`src/shared/sim_uart_defs.svh`:
```
`ifndef SIM_UART_DEFS_SVH
`define SIM_UART_DEFS_SVH

// Register byte offsets
`define OFF_TX_BUF    8'h00
`define OFF_RX_BUF    8'h04
`define OFF_BAUD_DIV  8'h08
`define OFF_MODE      8'h0C
`define OFF_CTRL0     8'h10
`define OFF_CTRL1     8'h14
`define OFF_PRESCALE  8'h18
`define OFF_RX_INT    8'h1C

// Mode register fields
`define MODE_STOP_CNT 4
`define MODE_PAR_POL  5
`define MODE_PAR_EN   6
// Control zero fields
`define CTRL0_MSB_FST 0
// Control one fields
`define CTRL1_TX_EN   0
`define CTRL1_TX_EMPT 1
`define CTRL1_RX_EN   2
`define CTRL1_TX_IRS  4
`define CTRL1_INVERT  5
`define CTRL1_ERR_EN  6
// Receive buffer status fields
`define RXB_OVERRUN   12
`define RXB_FRAMING   13
`define RXB_PARITY    14
`define RXB_SUM       15
// Receive interrupt control fields
`define RXI_PENDING   3

// Reset values and timing
`define RST_BYTE      8'h00
`define RST_NIB       4'h0
`define OVS_LAST      4'hF
`define OVS_MID       4'h7
`define FRAME_BASE    4'hA
`define DATA_LAST     4'h7

`endif

```
`src/shared/sim_uart_pkg.sv`:
```
package sim_uart_pkg;
    // Receiver sequencing
    typedef enum logic [1:0] {RX_IDLE, RX_START, RX_BITS} rx_state_e;
endpackage

```
`src/shared/baud_if.sv`:
```
`timescale 1ns/1ps
interface baud_if;
    logic [3:0] prescale;
    logic [7:0] divisor;
    logic       tick;
    modport gen  (input prescale, input divisor, output tick);
    modport user (output prescale, output divisor, input tick);
endinterface

```
`src/design/sim_uart.sv`:
```
`timescale 1ns/1ps
`include "sim_uart_defs.svh"
module sim_uart (
    input  wire logic        clk,            // 250 MHz clock
    input  wire logic        srst,           // Synchronous reset, high
    input  wire logic        psel,           // APB select
    input  wire logic        penable,        // APB enable
    input  wire logic        pwrite,         // APB direction
    input  wire logic [7:0]  paddr,          // APB byte address
    input  wire logic [31:0] pwdata,         // APB write data
    output logic      [31:0] prdata,         // APB read data
    output logic             pready,         // APB ready
    output logic             pslverr,        // APB error on unmapped
    input  wire logic        serial_rx_line, // Card to device
    output logic             serial_tx_line, // Device to card
    output logic             tx_int_req,     // Transmit interrupt pulse
    output logic             rx_int_req      // Receive interrupt pulse
);
    ////////////////////////////////////////////////////////////////////////////
    baud_if bif ();
    logic       wr_en, rd_en, hit, rb_read;
    logic [7:0] baud_divisor_r, transmit_buffer_r, receive_buffer_r;
    logic [3:0] shared_prescaler_r;
    logic       stop_bit_count_r, parity_polarity_r, parity_enable_r, bit_order_select_r;
    logic       transmit_enable_r, rx_enable_bit_r, tx_int_source_select_r;
    logic       data_inversion_select_r, error_signal_enable_r, int_pending_flag_r;
    logic       tx_full_r, rx_full_r, ore_r, fer_r, per_r, err_sum;
    logic [31:0] rd_mux;

    // Total frame length including start bit
    function automatic logic [3:0] frame_len(input logic pe, input logic two_stop);
        frame_len = 4'(`FRAME_BASE + {3'b000, pe} + {3'b000, two_stop});
    endfunction

    // Parity error term: even wants zero sum, odd wants one
    function automatic logic par_bad(input logic sum, input logic even);
        par_bad = sum ^ ~even;
    endfunction

    ////////////////////////////////////////////////////////////////////////////
    // Bus decode; accesses complete with no wait state
    assign wr_en   = psel && penable && pwrite;
    assign rd_en   = psel && penable && !pwrite;
    assign hit     = (paddr == `OFF_TX_BUF) || (paddr == `OFF_RX_BUF) || (paddr == `OFF_BAUD_DIV) ||
                     (paddr == `OFF_MODE) || (paddr == `OFF_CTRL0) || (paddr == `OFF_CTRL1) ||
                     (paddr == `OFF_PRESCALE) || (paddr == `OFF_RX_INT);
    assign pready  = 1'b1;
    assign pslverr = psel && penable && !hit;
    assign rb_read = rd_en && (paddr == `OFF_RX_BUF);
    assign err_sum = ore_r || fer_r || per_r;

    // Read multiplexer
    always_comb begin
        rd_mux = 32'h0000_0000;
        case (paddr)
            `OFF_TX_BUF:   rd_mux[7:0] = transmit_buffer_r;
            `OFF_RX_BUF: begin
                rd_mux[7:0]          = receive_buffer_r;
                rd_mux[`RXB_OVERRUN] = ore_r;
                rd_mux[`RXB_FRAMING] = fer_r;
                rd_mux[`RXB_PARITY]  = per_r;
                rd_mux[`RXB_SUM]     = err_sum;
            end
            `OFF_BAUD_DIV: rd_mux[7:0] = baud_divisor_r;
            `OFF_MODE: begin
                rd_mux[`MODE_STOP_CNT] = stop_bit_count_r;
                rd_mux[`MODE_PAR_POL]  = parity_polarity_r;
                rd_mux[`MODE_PAR_EN]   = parity_enable_r;
            end
            `OFF_CTRL0:    rd_mux[`CTRL0_MSB_FST] = bit_order_select_r;
            `OFF_CTRL1: begin
                rd_mux[`CTRL1_TX_EN]   = transmit_enable_r;
                rd_mux[`CTRL1_TX_EMPT] = !tx_full_r;
                rd_mux[`CTRL1_RX_EN]   = rx_enable_bit_r;
                rd_mux[`CTRL1_TX_IRS]  = tx_int_source_select_r;
                rd_mux[`CTRL1_INVERT]  = data_inversion_select_r;
                rd_mux[`CTRL1_ERR_EN]  = error_signal_enable_r;
            end
            `OFF_PRESCALE: rd_mux[3:0] = shared_prescaler_r;
            `OFF_RX_INT:   rd_mux[`RXI_PENDING] = int_pending_flag_r;
            default:       rd_mux = 32'h0000_0000;
        endcase
    end

    // Read data captured in the setup phase so it comes from a flop
    always_ff @(posedge clk) begin
        if (srst) begin
            prdata <= 32'h0000_0000;
        end else if (psel && !penable && !pwrite) begin
            prdata <= rd_mux;
        end
    end

    // Configuration registers
    always_ff @(posedge clk) begin
        if (srst) begin
            baud_divisor_r          <= `RST_BYTE;
            shared_prescaler_r      <= `RST_NIB;
            stop_bit_count_r        <= 1'b0;
            parity_polarity_r       <= 1'b0;
            parity_enable_r         <= 1'b0;
            bit_order_select_r      <= 1'b0;
            transmit_enable_r       <= 1'b0;
            rx_enable_bit_r         <= 1'b0;
            tx_int_source_select_r  <= 1'b0;
            data_inversion_select_r <= 1'b0;
            error_signal_enable_r   <= 1'b0;
        end else if (wr_en) begin
            case (paddr)
                `OFF_BAUD_DIV: baud_divisor_r     <= pwdata[7:0];
                `OFF_PRESCALE: shared_prescaler_r <= pwdata[3:0];
                `OFF_MODE: begin
                    stop_bit_count_r  <= pwdata[`MODE_STOP_CNT];
                    parity_polarity_r <= pwdata[`MODE_PAR_POL];
                    parity_enable_r   <= pwdata[`MODE_PAR_EN];
                end
                `OFF_CTRL0:    bit_order_select_r <= pwdata[`CTRL0_MSB_FST];
                `OFF_CTRL1: begin
                    transmit_enable_r       <= pwdata[`CTRL1_TX_EN];
                    rx_enable_bit_r         <= pwdata[`CTRL1_RX_EN];
                    tx_int_source_select_r  <= pwdata[`CTRL1_TX_IRS];
                    data_inversion_select_r <= pwdata[`CTRL1_INVERT];
                    error_signal_enable_r   <= pwdata[`CTRL1_ERR_EN];
                end
                default: ;
            endcase
        end
    end

    ////////////////////////////////////////////////////////////////////////////
    // Baud tick source at 16x the bit rate
    assign bif.prescale = shared_prescaler_r;
    assign bif.divisor  = baud_divisor_r;
    baud_gen u_baud (
        .clk  (clk),
        .srst (srst),
        .bus  (bif.gen)
    );

    ////////////////////////////////////////////////////////////////////////////
    // Transmitter
    logic        tx_busy_r, tx_load, tx_shift, err_drive_r;
    logic [11:0] tx_sh_r;
    logic [3:0]  tx_left_r, tx_cnt_r;
    logic [7:0]  tx_data, tx_ord;
    logic        tx_par;

    assign tx_load  = transmit_enable_r && tx_full_r && !tx_busy_r;
    assign tx_shift = tx_busy_r && bif.tick && (tx_cnt_r == `OVS_LAST);
    assign tx_data  = data_inversion_select_r ? ~transmit_buffer_r : transmit_buffer_r;
    assign tx_ord   = bit_order_select_r ? {<<{tx_data}} : tx_data;
    assign tx_par   = ^tx_ord ^ ~parity_polarity_r;

    // Buffer write sets full; a write in the load cycle wins
    always_ff @(posedge clk) begin
        if (srst) begin
            transmit_buffer_r <= `RST_BYTE;
            tx_full_r         <= 1'b0;
        end else if (wr_en && paddr == `OFF_TX_BUF) begin
            transmit_buffer_r <= pwdata[7:0];
            tx_full_r         <= 1'b1;
        end else if (tx_load) begin
            tx_full_r <= 1'b0;
        end
    end

    // Shift register sends LSB of the frame word first
    always_ff @(posedge clk) begin
        if (srst) begin
            tx_busy_r <= 1'b0;
            tx_sh_r   <= 12'hFFF;
            tx_left_r <= `RST_NIB;
            tx_cnt_r  <= `RST_NIB;
        end else if (tx_load) begin
            tx_busy_r <= 1'b1;
            tx_cnt_r  <= `RST_NIB;
            tx_left_r <= frame_len(parity_enable_r, stop_bit_count_r);
            tx_sh_r   <= parity_enable_r ? {2'b11, tx_par, tx_ord, 1'b0} : {3'b111, tx_ord, 1'b0};
        end else if (tx_busy_r && bif.tick) begin
            tx_cnt_r <= 4'(tx_cnt_r + 4'h1);
            if (tx_shift) begin
                tx_sh_r   <= {1'b1, tx_sh_r[11:1]};
                tx_left_r <= 4'(tx_left_r - 4'h1);
                tx_busy_r <= (tx_left_r != 4'h1);
            end
        end
    end

    // Interrupt either on load or as the first stop bit starts
    always_ff @(posedge clk) begin
        if (srst) begin
            tx_int_req <= 1'b0;
        end else if (tx_int_source_select_r) begin
            tx_int_req <= tx_shift && (tx_left_r == 4'(4'h2 + {3'b000, stop_bit_count_r}));
        end else begin
            tx_int_req <= tx_load;
        end
    end

    // Line idles high; error signal overrides frame data
    always_ff @(posedge clk) begin
        if (srst) begin
            serial_tx_line <= 1'b1;
        end else begin
            serial_tx_line <= !err_drive_r && (!tx_busy_r || tx_sh_r[0]);
        end
    end

    ////////////////////////////////////////////////////////////////////////////
    // Receiver; the pin passes two flops before any logic looks at it
    sim_uart_pkg::rx_state_e rx_state_r;
    logic       rx_meta_r, rx_s;
    logic [3:0] rx_cnt_r, rx_idx_r, rx_last;
    logic [7:0] rx_sh_r;
    logic       rx_par_r, rx_ovr_r, rx_fer_r, rx_sample, rx_done, par_err;
    logic [4:0] err_cnt_r;

    always_ff @(posedge clk) begin
        if (srst) begin
            rx_meta_r <= 1'b1;
            rx_s      <= 1'b1;
        end else begin
            rx_meta_r <= serial_rx_line;
            rx_s      <= rx_meta_r;
        end
    end

    assign rx_last   = 4'(frame_len(parity_enable_r, stop_bit_count_r) - 4'h2);
    assign rx_sample = (rx_state_r == sim_uart_pkg::RX_BITS) && bif.tick && (rx_cnt_r == `OVS_LAST);
    assign rx_done   = rx_sample && (rx_idx_r == rx_last);
    assign par_err   = parity_enable_r && par_bad(rx_par_r, parity_polarity_r);

    // Bit sequencer: sample mid-start, then every 16 ticks
    always_ff @(posedge clk) begin
        if (srst) begin
            rx_state_r <= sim_uart_pkg::RX_IDLE;
            rx_cnt_r   <= `RST_NIB;
            rx_idx_r   <= `RST_NIB;
        end else begin
            case (rx_state_r)
                sim_uart_pkg::RX_IDLE: begin
                    rx_cnt_r <= `RST_NIB;
                    rx_idx_r <= `RST_NIB;
                    if (rx_enable_bit_r && !rx_s) begin
                        rx_state_r <= sim_uart_pkg::RX_START;
                    end
                end
                sim_uart_pkg::RX_START: begin
                    if (bif.tick) begin
                        rx_cnt_r <= 4'(rx_cnt_r + 4'h1);
                        if (rx_cnt_r == `OVS_MID) begin
                            rx_cnt_r   <= `RST_NIB;
                            rx_state_r <= rx_s ? sim_uart_pkg::RX_IDLE : sim_uart_pkg::RX_BITS;
                        end
                    end
                end
                sim_uart_pkg::RX_BITS: begin
                    if (bif.tick) begin
                        rx_cnt_r <= 4'(rx_cnt_r + 4'h1);
                    end
                    if (rx_sample) begin
                        rx_idx_r <= 4'(rx_idx_r + 4'h1);
                    end
                    if (rx_done || !rx_enable_bit_r) begin
                        rx_state_r <= sim_uart_pkg::RX_IDLE;
                    end
                end
                default: rx_state_r <= sim_uart_pkg::RX_IDLE;
            endcase
        end
    end

    // Data, parity, overrun and stop collection per frame
    always_ff @(posedge clk) begin
        if (srst || rx_state_r == sim_uart_pkg::RX_START) begin
            rx_sh_r  <= `RST_BYTE;
            rx_par_r <= 1'b0;
            rx_ovr_r <= 1'b0;
            rx_fer_r <= 1'b0;
        end else if (rx_sample) begin
            if (rx_idx_r <= `DATA_LAST) begin
                rx_sh_r <= bit_order_select_r ? {rx_sh_r[6:0], rx_s} : {rx_s, rx_sh_r[7:1]};
            end
            if (rx_idx_r < 4'(`DATA_LAST + 4'h1 + {3'b000, parity_enable_r})) begin
                rx_par_r <= rx_par_r ^ rx_s;
            end
            if (rx_idx_r == 4'(`DATA_LAST + {3'b000, parity_enable_r}) && rx_full_r && !rb_read) begin
                rx_ovr_r <= 1'b1;
            end
            if (rx_idx_r > 4'(`DATA_LAST + {3'b000, parity_enable_r}) && !rx_s) begin
                rx_fer_r <= 1'b1;
            end
        end
    end

    // Buffer transfer; a completing frame wins over a same-cycle read
    always_ff @(posedge clk) begin
        if (srst) begin
            receive_buffer_r <= `RST_BYTE;
            rx_full_r        <= 1'b0;
            rx_int_req       <= 1'b0;
        end else begin
            rx_int_req <= 1'b0;
            if (rx_done && !rx_ovr_r && rx_s) begin
                receive_buffer_r <= data_inversion_select_r ? ~rx_sh_r : rx_sh_r;
                rx_full_r        <= 1'b1;
                rx_int_req       <= 1'b1;
            end else if (rx_done && !rx_ovr_r) begin
                receive_buffer_r <= data_inversion_select_r ? ~rx_sh_r : rx_sh_r;
                rx_full_r        <= 1'b1;
                rx_int_req       <= 1'b1;
            end else if (rb_read) begin
                rx_full_r <= 1'b0;
            end
        end
    end

    // Error flags; overrun held until receive is disabled
    always_ff @(posedge clk) begin
        if (srst) begin
            ore_r <= 1'b0;
            fer_r <= 1'b0;
            per_r <= 1'b0;
        end else begin
            if (rx_done && rx_ovr_r) begin
                ore_r <= 1'b1;
            end else if (!rx_enable_bit_r) begin
                ore_r <= 1'b0;
            end
            if (rx_done && !rx_ovr_r) begin
                fer_r <= rx_fer_r || !rx_s;
                per_r <= par_err;
            end else if (rb_read && err_drive_r) begin
                per_r <= 1'b0;
            end
        end
    end

    // Error pulse: starts at the first stop sample, one bit long or until read
    always_ff @(posedge clk) begin
        if (srst) begin
            err_drive_r <= 1'b0;
            err_cnt_r   <= 5'h00;
        end else if (rx_sample && error_signal_enable_r && par_err &&
                     rx_idx_r == 4'(`DATA_LAST + 4'h2)) begin
            err_drive_r <= 1'b1;
            err_cnt_r   <= 5'h00;
        end else if (err_drive_r) begin
            if (rb_read || err_cnt_r == {1'b1, `RST_NIB}) begin
                err_drive_r <= 1'b0;
            end else if (bif.tick) begin
                err_cnt_r <= 5'(err_cnt_r + 5'h01);
            end
        end
    end

    // Receive pending flag; writing zero clears, a new set wins
    always_ff @(posedge clk) begin
        if (srst) begin
            int_pending_flag_r <= 1'b0;
        end else if (rx_int_req) begin
            int_pending_flag_r <= 1'b1;
        end else if (wr_en && paddr == `OFF_RX_INT && !pwdata[`RXI_PENDING]) begin
            int_pending_flag_r <= 1'b0;
        end
    end
endmodule // sim_uart

```
`src/design/baud_gen.sv`:
```
`timescale 1ns/1ps
`include "sim_uart_defs.svh"
module baud_gen (
    input wire logic clk,   // 250 MHz clock
    input wire logic srst,  // Synchronous reset
    baud_if.gen      bus    // Divider settings and tick
);
    logic [4:0] pre_cnt_r;
    logic [4:0] pre_lim;
    logic       pre_tick;
    logic [7:0] div_cnt_r;

    // Prescale limit: zero field means no division, else divide by 2n
    assign pre_lim  = (bus.prescale == `RST_NIB) ? 5'h00 : 5'({bus.prescale, 1'b0} - 5'h01);
    assign pre_tick = (pre_cnt_r >= pre_lim);

    // Prescaler stage
    always_ff @(posedge clk) begin
        if (srst || pre_tick) begin
            pre_cnt_r <= 5'h00;
        end else begin
            pre_cnt_r <= 5'(pre_cnt_r + 5'h01);
        end
    end

    // Divisor stage yields the 16x oversampling tick
    always_ff @(posedge clk) begin
        if (srst) begin
            div_cnt_r <= `RST_BYTE;
            bus.tick  <= 1'b0;
        end else begin
            bus.tick <= 1'b0;
            if (pre_tick) begin
                if (div_cnt_r >= bus.divisor) begin
                    div_cnt_r <= `RST_BYTE;
                    bus.tick  <= 1'b1;
                end else begin
                    div_cnt_r <= 8'(div_cnt_r + 8'h01);
                end
            end
        end
    end
endmodule // baud_gen

```
`config.mk`:
```
export PLATFORM = sky130hd
export DESIGN_NAME = sim_uart
export DESIGN_NICKNAME = d
export VERILOG_FILES = /design/src/shared/sim_uart_pkg.sv /design/src/shared/baud_if.sv /design/src/design/sim_uart.sv /design/src/design/baud_gen.sv
export VERILOG_INCLUDE_DIRS = /design/src /design/src/shared
export SDC_FILE = /design/constraint.sdc
export NUM_CORES = 1
export LEC_CHECK = 0
export ABC_AREA = 1
export CELL_PAD_IN_SITES_DETAIL_PLACEMENT = 0
export CELL_PAD_IN_SITES_GLOBAL_PLACEMENT = 1
export CORE_UTILIZATION = 45
export DETAILED_ROUTE_END_ITERATION = 6
export DONT_BUFFER_PORTS = 1
export PLACE_DENSITY = 0.84
export SYNTH_ARGS = -nofsm -noshare
export SYNTH_HDL_FRONTEND = slang
export SYNTH_HIERARCHICAL = 1
export SYNTH_SLANG_ARGS = --single-unit
export TNS_END_PERCENT = 20
```
`constraint.sdc`:
```
create_clock -name clk -period 2.5 [get_ports clk]
set_input_delay 0.375 -clock clk [delete_from_list [all_inputs] [get_ports clk]]
set_output_delay 0.375 -clock clk [all_outputs]
set_load 0.05 [all_outputs]
```
== Yosys cells after proc, flatten, opt, wreduce, memory -nomap -nowiden ==
Cells that the tools add are included.

* Register bits: 122
* Output and inout port bits: 37
* Logic and storage cells: 234

* $add $sub $neg: 14
* $lt $le $gt $ge: 5
* Equal/unequal tests: 25
* Mux-type cells: 54
* Bitwise logic cells: 8
* Reduce and logical (&&, ||, !) cells: 87

{| class="wikitable"
|+ Operators by type and width
! operator !! number
|-
| $mux 8 || 7
|-
| $mux 12 || 3
|-
| $eq 8x5->1 const B || 4
|-
| $mux 4 || 8
|-
| $logic_and 1x1->1 || 31
|-
| $reduce_and 2->1 || 11
|-
| $mux 1 || 21
|-
| $eq 8x4->1 const B || 2
|-
| $not 8->8 || 2
|-
| $logic_or 1x1->1 || 15
|-
| $pmux 3 s5 || 1
|-
| $reduce_bool 2->1 || 7
|-
| $add 4x1->4 const B || 3
|-
| $eq 4x4->1 const B || 3
|-
| $pmux 4 s3 || 1
|-
| $logic_not 1->1 || 11
|-
| $add 5x1->5 const B || 2
|-
| $mux 10 || 1
|-
| $mux 2 || 5
|-
| $pmux 2 s5 || 1
|-
| $add 4x1->4 const A || 2
|-
| $add 8x1->8 const B || 1
|-
| $eq 4x4->1 || 2
|-
| $eq 8x3->1 const B || 1
|-
| 35 further kinds || 48
|}

== Depth between registers and ports, before layout ==
Gate-level depths: netlist (run 1).

* Depth after elaboration: 10
* Gate-level depth with buffers: 17

== Modules after synthesis ==
Netlist (run 1), hierarchy kept.

{| class="wikitable"
|+ By module, submodules not included
! module !! times used !! cells an instance !! area each (µm²)
|-
| sim_uart || 1 || 795 || 5681.7
|-
| baud_gen || 1 || 145 || 1023.5
|}

== Least setup slack after synthesis (run 1) ==
Ideal clock, no wire load.

* Path type: in2out
* From: input paddr[0]
* To: output pslverr
* Arrival: 1984 ps
* Path slack: 141 ps
* Stages: 8
* Cells stage by stage: inv_1 -> nand2_1 -> nor2_1 -> nand2_1 -> nor2_4 -> inv_2 -> nand3_1 -> nor3_1

* Longest elaborated chain between the ends: 10

{| class="wikitable"
|+ RTL lines
! element !! RTL line !! RTL
|-
| start, declared || sim_uart.sv:9 || <nowiki>input wire logic [7:0] paddr,</nowiki>
|-
| $eq 8x3->1 or $logic_not 8->1 (tied branches) || n/a ||
|-
| $logic_or 1x1->1 (6 in a row) || sim_uart.sv:44 || <nowiki>assign hit = (paddr == `OFF_TX_BUF) || (paddr == `OFF_RX_BUF) || (paddr == `OFF_BAUD_DIV) ||</nowiki>
|-
| $logic_or 1x1->1 * || sim_uart.sv:44 ||
|-
| $logic_not 1->1 * || sim_uart.sv:48 || <nowiki>assign pslverr = psel && penable && !hit;</nowiki>
|-
| $logic_and 1x1->1 * || sim_uart.sv:48 ||
|-
| end, declared || sim_uart.sv:13 || <nowiki>output logic pslverr,</nowiki>
|}

Mark *: on every way between the ends. The rest lies on a longest branch, timed or not.

== Worst setup path in the final report (run 1) ==
* From: register data_inversion_select_r
* To: register tx_sh_r[9]

* Longest elaborated chain between the ends: 6

{| class="wikitable"
|+ RTL lines
! element !! RTL line !! RTL
|-
| start, declared || sim_uart.sv:26 || <nowiki>logic data_inversion_select_r, error_signal_enable_r, int_pending_flag_r;</nowiki>
|-
| start signal, assigned || sim_uart.sv:122 || <nowiki>data_inversion_select_r <= pwdata[`CTRL1_INVERT];</nowiki>
|-
| $mux 8 || sim_uart.sv:150 || <nowiki>assign tx_data = data_inversion_select_r ? ~transmit_buffer_r : transmit_buffer_r;</nowiki>
|-
| $mux 8 || sim_uart.sv:151 || <nowiki>assign tx_ord = bit_order_select_r ? {<<{tx_data}} : tx_data;</nowiki>
|-
| $reduce_xor 8->1 || sim_uart.sv:152 || <nowiki>assign tx_par = ^tx_ord ^ ~parity_polarity_r;</nowiki>
|-
| $xor 1x1->1 || sim_uart.sv:152 ||
|-
| $mux 10 || sim_uart.sv:178 || <nowiki>tx_sh_r <= parity_enable_r ? {2'b11, tx_par, tx_ord, 1'b0} : {3'b111, tx_ord, 1'b0};</nowiki>
|-
| $mux 12 || sim_uart.sv:174 || <nowiki>end else if (tx_load) begin</nowiki>
|-
| end signal, assigned || sim_uart.sv:178 ||
|-
| end signal, assigned || sim_uart.sv:182 || <nowiki>tx_sh_r <= {1'b1, tx_sh_r[11:1]};</nowiki>
|-
| end, declared || sim_uart.sv:143 || <nowiki>logic [11:0] tx_sh_r;</nowiki>
|}

Every way passes these cells.
A chain may end at the register's enable or synchronous reset.

==> results of run 1 <==
-- cell usage after synthesis, drive strengths merged, types with 5 or more instances --
master    n  area (um2)
clkbuf   10       37.54
nor2     84       345.3
a211oi    5       37.54
a21oi    81       409.1
nor3     18       122.6
xor2      8       70.07
nand2   195       789.5
nand4     5       46.29
nand3    64       372.9
buf      34       265.2
a31oi     7       43.79
inv     137       521.8
o22ai    21       131.4
xnor2    11       96.34
ha       33       412.9
dfxtp   120        2402
o21ai    79       395.4
-- per-layer routing --
metal	vias up	track usage (%)	part of all wire (%)
met5	-	0	0
met4	0	8.259	1.4
met3	16	4.762	4.8
met2	131	35.53	45
met1	2640	31.04	49
li1	3061	-	-
-- per-stage QoR --
| step | hold slack (ns) | total power [mW] | cells | util (%) |
|---|---|---|---|---|
| floorplan | 0.3895 | 2.319 | 959 | - |
| global placement | 0.3930 | 2.356 | 1112 | 46.87 |
| detailed placement | 0.3993 | 2.359 | 1112 | 46.87 |
| CTS | 0.01038 | 4.980 | 1144 | 51.17 |
| global route | 0.01112 | 5.106 | 1144 | 51.17 |
| finish | 0.02579 | 4.932 | 1144 | 51.17 |
-- power groups by stage --
stage,clock [mW],combinational [mW],sequential (mW)
floorplan,0,0.291,2.03
global placement,0,0.322,2.03
detailed placement,0,0.324,2.03
CTS,2.66,0.329,1.99
global route,2.75,0.365,1.99
finish,2.61,0.329,1.99
-- area by class of cell --
cell class | count | area, um2
clock buffers | 18 | 429.2
multi-input cells | 656 | 3550
well taps | 184 | 230.2
fillers | 1487 | 7097
inverters | 139 | 531.8
flip-flops and latches | 120 | 2402
clock inverters | 14 | 196.4
repair buffers | 13 | 97.59
-- registers in the layout, summed over array words and instances, names as in the netlist, 2 cells and up --
| signal | count |
|---|---|
| err_cnt_r | 5 |
| baud_divisor_r | 8 |
| u_baud/pre_cnt_r | 5 |
| transmit_buffer_r | 8 |
| u_baud/div_cnt_r | 8 |
| tx_left_r | 4 |
| rx_state_r | 2 |
| bif.prescale | 4 |
| tx_cnt_r | 4 |
| rx_idx_r | 4 |
| tx_sh_r | 10 |
| rx_cnt_r | 4 |
| rx_sh_r | 8 |
| receive_buffer_r | 8 |
| prdata | 12 |
-- cell families after synthesis --
family	count (synthesis)	share of synthesized area (%)
xor gates and xnor gates	19	2.482
AOI/OAI and AO/OA	207	16.93
DFF	120	35.83
buffers and inverters	183	12.45
adders and majority gates	33	6.158
and+or+nand+nor	376	26.05
other	2	0.1120
-- worst paths after layout --
| path | slack [ns] | startpoint | cells after the start | endpoint |
|---|---|---|---|---|
| worst max-delay path | 0.46 | data_inversion_select_r | 15 | tx_sh_r[9] |
| worst min-delay path | 0.03 | srst | 1 | int_pending_flag_r |
| worst max register to register | 0.46 | data_inversion_select_r | 15 | tx_sh_r[9] |
| worst min register to register | 0.41 | rx_meta_r | 1 | rx_s |
==> results.py, run 1 <==
metrics = {
    "global_routing": {
        "grt_pass1_vias": 5299,
        "grt_pass1_wl_um": 26660,
        "antenna_found_initial": 0,
        "grt-ovfl-total": 0,
        "grt_usage_pct": 22.85,
        "grt_max_degree": 26,
    },
    "floorplanning": {
        "io_pins": 83,
        "start_util_pct": 46.13,
        "die-area_um2": 15390,
        "die_y_um": 124.1,
        "rows": 44,
        "fp.coreArea_um2": 14530,
        "die_w_um": 124.1,
    },
    "clock_tree": {
        "cts_tree": "done",
        "h-tree-depth": 4,
        "numCtsBuffers": 17,
        "postCtsHoldBufs": 0,
        "clkTransAtPathRegs_ns": 0.06,
        "cts_setup_buffers": 0,
        "cts_sinks": 120,
        "root_buffer": "clkbuf_16",
        "cts_resized": 0,
        "clock_path_buffers": 2,
        "clock_latency_ns": 0.42,
    },
    "logic_synthesis": {
        "netlist_instances": 940,
        "yosysWarnings": 6,
        "synth-main-ff-cell": "dfxtp_1",
        "synth_cell_types": 52,
        "postSynthAreaPerCell_um2": 7.133,
        "synth_seq_area_share_pct": 35.83,
        "synth_edf_count": 0,
        "ys_ff_latch": 120,
        "async_flop_share_pct": 0,
        "syn-cell-area_um2": 6705,
    },
    "routing": {
        "drc": 0,
        "wl_um": 16230,
        "vias": 5848,
        "ant_nets": 0,
        "first_pass_iters": 5,
        "first_iter_violations": 351,
        "wl_per_cell_um": 14.19,
        "viasPerCell": 5.112,
    },
    "timing": {
        "relSlewSlack_pct": 53.58,
        "fin_ws_ns": 0.4646,
        "worstMarginPinSlew_ns": 0.6956,
        "drv_slew": 0,
        "rsz0062_at_grt": "no",
        "hold_viol": 0,
        "min_period_ns": 2.035,
        "setup_viol": 0,
        "period_share_pct": 81.42,
        "fin_tns_setup_ns": 0,
        "fin_worst_skew_ns": 0.01431,
        "fmax_mhz": 491.3,
    },
    "setup_path": {
        "critPathKind": "flop to flop",
        "path_buf_inv": 2,
        "worst-endpoint-arrival_ns": 2.35,
        "path_cells": "inv_6 > nand2_1 > nand3_1 > nand2_1 > inv_1 > nand2_1 > nand2_1 > nand2_1 > nand2_1 > nand2_1 > nand2_1 > nand2_1 > nand3_1 > nand2_1 > nand2_1",
        "worst_path_largest_cell_delay_ns": 0.74,
        "slowest_stage": "dfxtp_1",
        "start_kind": "flop",
        "crit_family": "simple AND/OR/NAND/NOR gates",
        "end_kind": "flop",
        "path_common_cell": "nand2_1",
        "cp_max_fo": 18,
        "required_ns": 2.81,
    },
    "power_and_ir_drop": {
        "seq_power_share_pct": 40.4,
        "p_leak_nw": 3.126,
        "p_sw_mw": 1.234,
        "clkPwrFrac_pct": 52.9,
        "p_per_area_nw_per_um2": 663.2,
        "intPower_mw": 3.698,
        "p_comb_share_pct": 6.7,
        "vdd_drop_max_mv": 0.4458,
        "p_sw_share_pct": 25.02,
    },
    "placed_design": {
        "placed_area_um2": 6812,
        "dp_hpwl_um": 12140,
        "place_congestion": 0.9052,
        "portBuffers": 0,
        "post-place-ws_ns": 0.4842,
    },
    "run": {
        "drv_cap": 0,
    },
    "layout": {
        "diodes": 0,
        "drive_gt1_share_pct": 10.73,
        "area_delta_synth_final_pct": 10.92,
        "final_net_count": 1026,
        "final_common_cell": "nand2_1",
        "layout_common_cells": "nand2_1 (178), inv_1 (121), dfxtp_1 (120)",
        "final_area_um2": 7437,
    },
    "min_path": {
        "holdCritPathClass": "input port to flop",
    },
    "run_status": {
        "outcome": "completed",
    },
}
No activity file was read; power rests on OpenSTA's default activity.
==> run 2, diff against run 1 <==
Settings changed: ABC_AREA 1 to 0, CORE_UTILIZATION 45 to 44, PLACE_DENSITY 0.84 to 0.83.
Clock period 2.5 ns to 1.64 ns, I/O delays scaled along.
==> results.py, run 2 <==
metrics = {
    "power_and_ir_drop": {
        "vdd_drop_max_mv": 0.7287,
        "finalPower_mw": 7.005,
        "p_leak_nw": 3.337,
        "p_per_area_nw_per_um2": 858.0,
    },
    "routing": {
        "first_pass_iters": 5,
        "wl_per_cell_um": 16.55,
        "wl_um": 17080,
        "viasPerCell": 5.523,
        "first_iter_violations": 402,
        "drc": 0,
        "vias": 5700,
        "ant_nets": 0,
    },
    "timing": {
        "period_share_pct": 136.8,
        "worstMarginPinSlew_ns": 0.5532,
        "fin_worst_skew_ns": 0.007010,
        "fin_ws_ns": -0.6039,
        "hold_viol": 0,
        "fin_hold_ws_ns": 0.01557,
        "setup_viol": 26,
        "rsz0062_at_grt": "yes",
        "relSlewSlack_pct": 63.07,
        "drv_slew": 0,
        "min_period_ns": 2.244,
        "fmax_mhz": 445.7,
    },
    "floorplanning": {
        "die_w_um": 123.7,
        "rows": 44,
        "fp.coreArea_um2": 14480,
        "die-area_um2": 15290,
        "die_y_um": 123.7,
        "io_pins": 83,
        "start_util_pct": 44.99,
    },
    "setup_path": {
        "critPathKind": "flop to flop",
        "start_kind": "flop",
        "worst-endpoint-arrival_ns": 2.56,
        "worst_path_largest_cell_delay_ns": 0.40,
        "end_kind": "flop",
        "slowest_stage": "or3_4",
        "cp_max_fo": 5,
        "required_ns": 1.95,
        "path_cells": "or2_4 > or3_4 > ha_4 > nand2b_4 > a31oi_4 > o21ai_4 > buf_6 > nor2b_4 > a22o_1",
    },
    "placed_design": {
        "dp_hpwl_um": 11680,
        "dp_cells": 977,
        "portBuffers": 0,
        "place_congestion": 0.8213,
    },
    "global_routing": {
        "grt_pass1_vias": 5485,
        "antenna_found_initial": 0,
        "grt_pass1_wl_um": 27210,
        "grt_max_degree": 70,
        "grt_usage_pct": 23.46,
        "grt-ovfl-total": 0,
    },
    "logic_synthesis": {
        "synth_edf_count": 0,
        "synth_largest_area_cell": "dfxtp_1",
        "syn-cell-area_um2": 6514,
        "synth-main-ff-cell": "dfxtp_1",
        "yosys.area.top_type_share_pct": 36.88,
        "synthTopCellsByCount": "dfxtp_1 (120), nand2_1 (82), nor2_1 (62)",
        "synth_seq_area_share_pct": 36.88,
        "synth_cell_types": 69,
        "ys_ff_latch": 120,
        "postSynthAreaPerCell_um2": 8.685,
        "netlist_instances": 750,
        "netlist_top_cells_area": "dfxtp_1 (37%), ha_1 (6.3%), mux2i_1 (5.7%)",
        "async_flop_share_pct": 0,
        "synth_most_common_cell": "dfxtp_1",
        "yosysWarnings": 6,
    },
    "layout": {
        "final_common_cell": "dfxtp_1",
        "final_cells": 1032,
        "fin_util_pct": 56.39,
        "area_delta_synth_final_pct": 25.34,
        "layout_common_cells": "dfxtp_1 (113), nand2_1 (80), buf_4 (80)",
        "largest_reg_flops": 12,
        "n_fill_cell": 1272,
        "multi_input_area_um2": 3906,
        "diodes": 0,
        "final_net_count": 916,
        "seq_area_um2": 2411,
        "top_register": "prdata",
        "largest_registers": "prdata: 12 flops, tx_sh_r: 10 flops",
        "drive_gt1_share_pct": 21.58,
    },
    "clock_tree": {
        "clock_latency_ns": 0.43,
        "clock_path_buffers": 2,
        "cts_tree": "done",
        "h-tree-depth": 4,
        "clkTransAtPathRegs_ns": 0.05,
        "root_buffer": "clkbuf_16",
        "numCtsBuffers": 17,
        "cts_sinks": 120,
    },
    "min_path": {
        "holdCritPathClass": "input port to flop",
    },
    "run": {
        "drv_cap": 0,
    },
    "run_status": {
        "violations": "setup timing",
        "outcome": "complete, but fails checks",
    },
}
==> run 2: changes by cell type after synthesis, moves of 13 or more <==
cell,delta
nand2_1,-96
nand3_1,-18
mux2i_1,+37
inv_2,-14
xor2_1,+22
nand2_2,-13
a22o_1,+15
nor2_1,-16
a21oi_1,-38
o21ai_0,-59
o22ai_1,-15
inv_1,-90
==> run 2: worst paths after layout <==
check                                startpoint                   to  slack (ns)  cells after the start
worst max-delay path            bif.prescale[0]  u_baud/div_cnt_r[3]       -0.60                      9
worst min-delay path                       srst  u_baud/div_cnt_r[1]        0.02                      2
worst max register to register  bif.prescale[0]  u_baud/div_cnt_r[3]       -0.60                      9
worst min register to register        rx_meta_r                 rx_s        0.43                      1
==> run 2: metrics by stage <==
stage / setup TNS, ns / setup WS (ns) / instance area (um2)
6_report: -8.274 / -0.6039 / 8164
3_5_place_dp: -11.75 / -0.6353 / 7119
5_1_grt: -10.50 / -0.6481 / 8164
2_1_floorplan: -8.564 / -0.4752 / 6591
3_3_place_gp: -10.15 / -0.5565 / 7119
4_1_cts: -8.878 / -0.5717 / 8068
==> run 2: per-layer routing <==
| layer | routed length, um | global-route usage (%) | vias up |
|---|---|---|---|
| met4 | 381 | 8.961 | 0 |
| met5 | 0 | 0 | - |
| met3 | 947 | 6.410 | 39 |
| li1 | - | - | 2777 |
| met1 | 7781 | 30.48 | 2725 |
| met2 | 7971 | 36.84 | 159 |
==> run 2: area by class of cell <==
class                           instances  area share (%)
Tap cell                              184           2.820
Multi-Input combinational cell        559           47.85
Timing Repair Buffer                  108           11.22
Clock buffer                           20           5.594
Clock inverter                         10           1.563
Inverter                               31           1.425
Sequential cell                       120           29.53
==> run 2: cells by family (layout without fill, tap and decap cells) <==
| family | after synthesis | after routing | synth area share, % |
|---|---|---|---|
| other | 2 | 21 | 0.1153 |
| adder cells (fa/ha/maj) | 33 | 33 | 6.339 |
| AO/OA/AOI/OAI | 142 | 142 | 14.93 |
| flip-flops | 120 | 120 | 36.88 |
| buffers and inverters | 90 | 169 | 6.934 |
| multiplexers | 45 | 45 | 7.587 |
| XOR/XNOR | 47 | 47 | 6.320 |
| AND/OR/NAND/NOR | 271 | 271 | 20.90 |
==> run 2: critical path, delay by kind of cell (launching register included) <==
kind | cells | cell delay, ns
AND/OR/NAND/NOR | 4 | 0.92
flip-flops | 1 | 0.31
adder cells (fa/ha/maj) | 1 | 0.25
AO/OA/AOI/OAI | 3 | 0.49
buffers and inverters | 1 | 0.15
==> run 2: what timing repair did <==
action	in CTS	in global routing
endpoints found under the setup margin	43	61
gates cloned	1	0
hold endpoints to repair	82	0
resized for setup	29	27
hold buffers	21	0
pin swaps	12	15
setup buffers	1	2
==> run 2: power by group <==
group | internal (mW) | switching [mW] | total [mW]
sequential | 2.93 | 0.00916 | 2.94
combinational | 0.0980 | 0.241 | 0.339
clock | 2.43 | 1.30 | 3.73
==> run 3, diff against run 2 <==
Clock period 1.64 ns to 2.05 ns, I/O delays scaled along.
==> results.py, run 3 (same netlist as run 2, synthesis figures left out) <==
metrics = {
    "run_status": {
        "outcome": "complete, but fails checks",
        "violations": "setup timing",
    },
    "routing": {
        "first_pass_iters": 5,
        "viasPerCell": 5.597,
        "first_iter_violations": 428,
        "drc": 0,
        "vias": 5351,
        "wl_um": 16040,
        "wl_per_cell_um": 16.78,
        "ant_nets": 0,
    },
    "timing": {
        "fin_hold_ws_ns": 0.01251,
        "rsz0062_at_grt": "yes",
        "hold_viol": 0,
        "fin_ws_ns": -0.1830,
        "worstMarginPinSlew_ns": 0.6653,
        "fmax_mhz": 447.8,
        "relSlewSlack_pct": 55.59,
        "min_period_ns": 2.233,
        "period_share_pct": 108.9,
        "drv_slew": 0,
        "fin_worst_skew_ns": 0.006792,
        "fin_tns_setup_ns": -1.453,
        "setup_viol": 14,
    },
    "global_routing": {
        "grt_pass1_vias": 5153,
        "grt_pass1_wl_um": 26010,
        "grt-ovfl-total": 0,
        "grt_usage_pct": 22.32,
        "antenna_found_initial": 0,
        "grt_max_degree": 78,
    },
    "layout": {
        "area_delta_synth_final_pct": 12.91,
        "layout_common_cells": "dfxtp_1 (119), nand2_1 (82), nor2_1 (58)",
        "seq_area_um2": 2404,
        "n_fill_cell": 1358,
        "final_cells": 956,
        "top_register": "prdata",
        "diodes": 0,
        "final_net_count": 839,
        "largest_reg_flops": 12,
        "final_common_cell": "dfxtp_1",
        "drive_gt1_share_pct": 12.95,
        "multi_input_area_um2": 3792,
        "largest_registers": "prdata: 12 flops, tx_sh_r: 10 flops",
        "fin_util_pct": 50.80,
    },
    "min_path": {
        "whs_path_depth": 1,
        "hp-start": "srst",
        "holdCritPathClass": "input port to flop",
        "min_to": "tx_sh_r[0]",
    },
    "setup_path": {
        "cp_max_fo": 9,
        "start_kind": "flop",
        "regToRegEndpoint": "u_baud/div_cnt_r[6]",
        "worst-endpoint-arrival_ns": 2.54,
        "rr_worst_depth": 10,
        "required_ns": 2.36,
        "path_cells": "or2_4 > or3_4 > ha_4 > nand2b_1 > a31oi_1 > o21ai_1 > buf_4 > buf_6 > o22ai_1 > a22o_1",
        "critPathKind": "flop to flop",
        "reg2reg_from": "bif.prescale[0]",
        "worst_path_largest_cell_delay_ns": 0.39,
        "end_kind": "flop",
        "slowest_stage": "or3_4",
        "reg2reg_slack_ns": -0.18,
    },
    "clock_tree": {
        "numCtsBuffers": 17,
        "clkTransAtPathRegs_ns": 0.06,
        "cts_tree": "done",
        "clock_latency_ns": 0.42,
        "clock_path_buffers": 2,
        "h-tree-depth": 4,
        "cts_sinks": 120,
        "cts_setup_buffers": 0,
        "root_buffer": "clkbuf_16",
    },
    "placed_design": {
        "portBuffers": 0,
        "dp_cells": 922,
        "dp_hpwl_um": 11410,
        "place_congestion": 0.8369,
        "post-place-ws_ns": -0.2076,
    },
    "floorplanning": {
        "die-area_um2": 15290,
        "fp.coreArea_um2": 14480,
        "rows": 44,
        "io_pins": 83,
        "start_util_pct": 44.99,
        "die_y_um": 123.7,
        "die_w_um": 123.7,
    },
    "power_and_ir_drop": {
        "p_leak_nw": 2.846,
        "p_per_area_nw_per_um2": 731.9,
        "vdd_drop_max_mv": 0.6201,
    },
    "run": {
        "drv_cap": 0,
    },
}
## run 3: timing repair
item,CTS,global route
gates resized for setup,7,8
pin swaps,3,2
endpoints found under the hold margin,78,0
hold buffers,3,0
endpoints found under the setup margin,20,16
## run 3: worst max-delay path: cells and delay by family, from the launching register on
kind                     cells  cell delay, ns
AO/OA/AOI/OAI                4            0.49
adder cells (fa/ha/maj)      1            0.26
buffers and inverters        2            0.32
flip-flops                   1            0.31
AND/OR/NAND/NOR              3            0.73
## run 3: worst max path at each step
stage,slack [ns],to,from
final,-0.18,u_baud/div_cnt_r[6],bif.prescale[0]
after global routing,-0.26,u_baud/div_cnt_r[4],bif.prescale[0]
after CTS,-0.16,u_baud/div_cnt_r[6],bif.prescale[0]
after detailed placement,-0.21,u_baud/pre_cnt_r[3],bif.prescale[0]
after global placement,-0.14,u_baud/div_cnt_r[4],bif.prescale[0]
after floorplan,-0.07,u_baud/div_cnt_r[6],bif.prescale[0]
## run 3: stage by stage
step | power (mW) | area [um2]
finish | 5.383 | 7355
global placement | 2.594 | 6694
global route | 5.553 | 7355
floorplan | 2.634 | 6591
CTS | 5.422 | 7326
detailed placement | 2.598 | 6694
## run 3: layer usage
layer / GRT usage, % / share of wire [%] / vias up / wire length, um
met5: 0 / 0 / - / 0
met4: 8.358 / 1.9 / 0 / 309
met3: 5.540 / 4.7 / 24 / 758
met2: 36.32 / 47 / 128 / 7564
met1: 28.39 / 46 / 2589 / 7411
li1: - / - / 2610 / -
## run 3: area by class of cell
| cell class | instances | area share, % |
|---|---|---|
| clock buffer | 23 | 6.499 |
| clock inverter | 8 | 0.9867 |
| inverter | 31 | 1.582 |
| multi-input combinational | 559 | 51.57 |
| sequential | 120 | 32.68 |
| tap | 184 | 3.130 |
| timing repair buffer | 31 | 3.556 |
## run 3: where the power goes
| group | internal (mW) | switching, mW |
|---|---|---|
| Combinational | 0.0554 | 0.178 |
| Sequential | 2.34 | 0.0114 |
| Clock | 1.74 | 1.05 |
| Total | 4.14 | 1.24 |
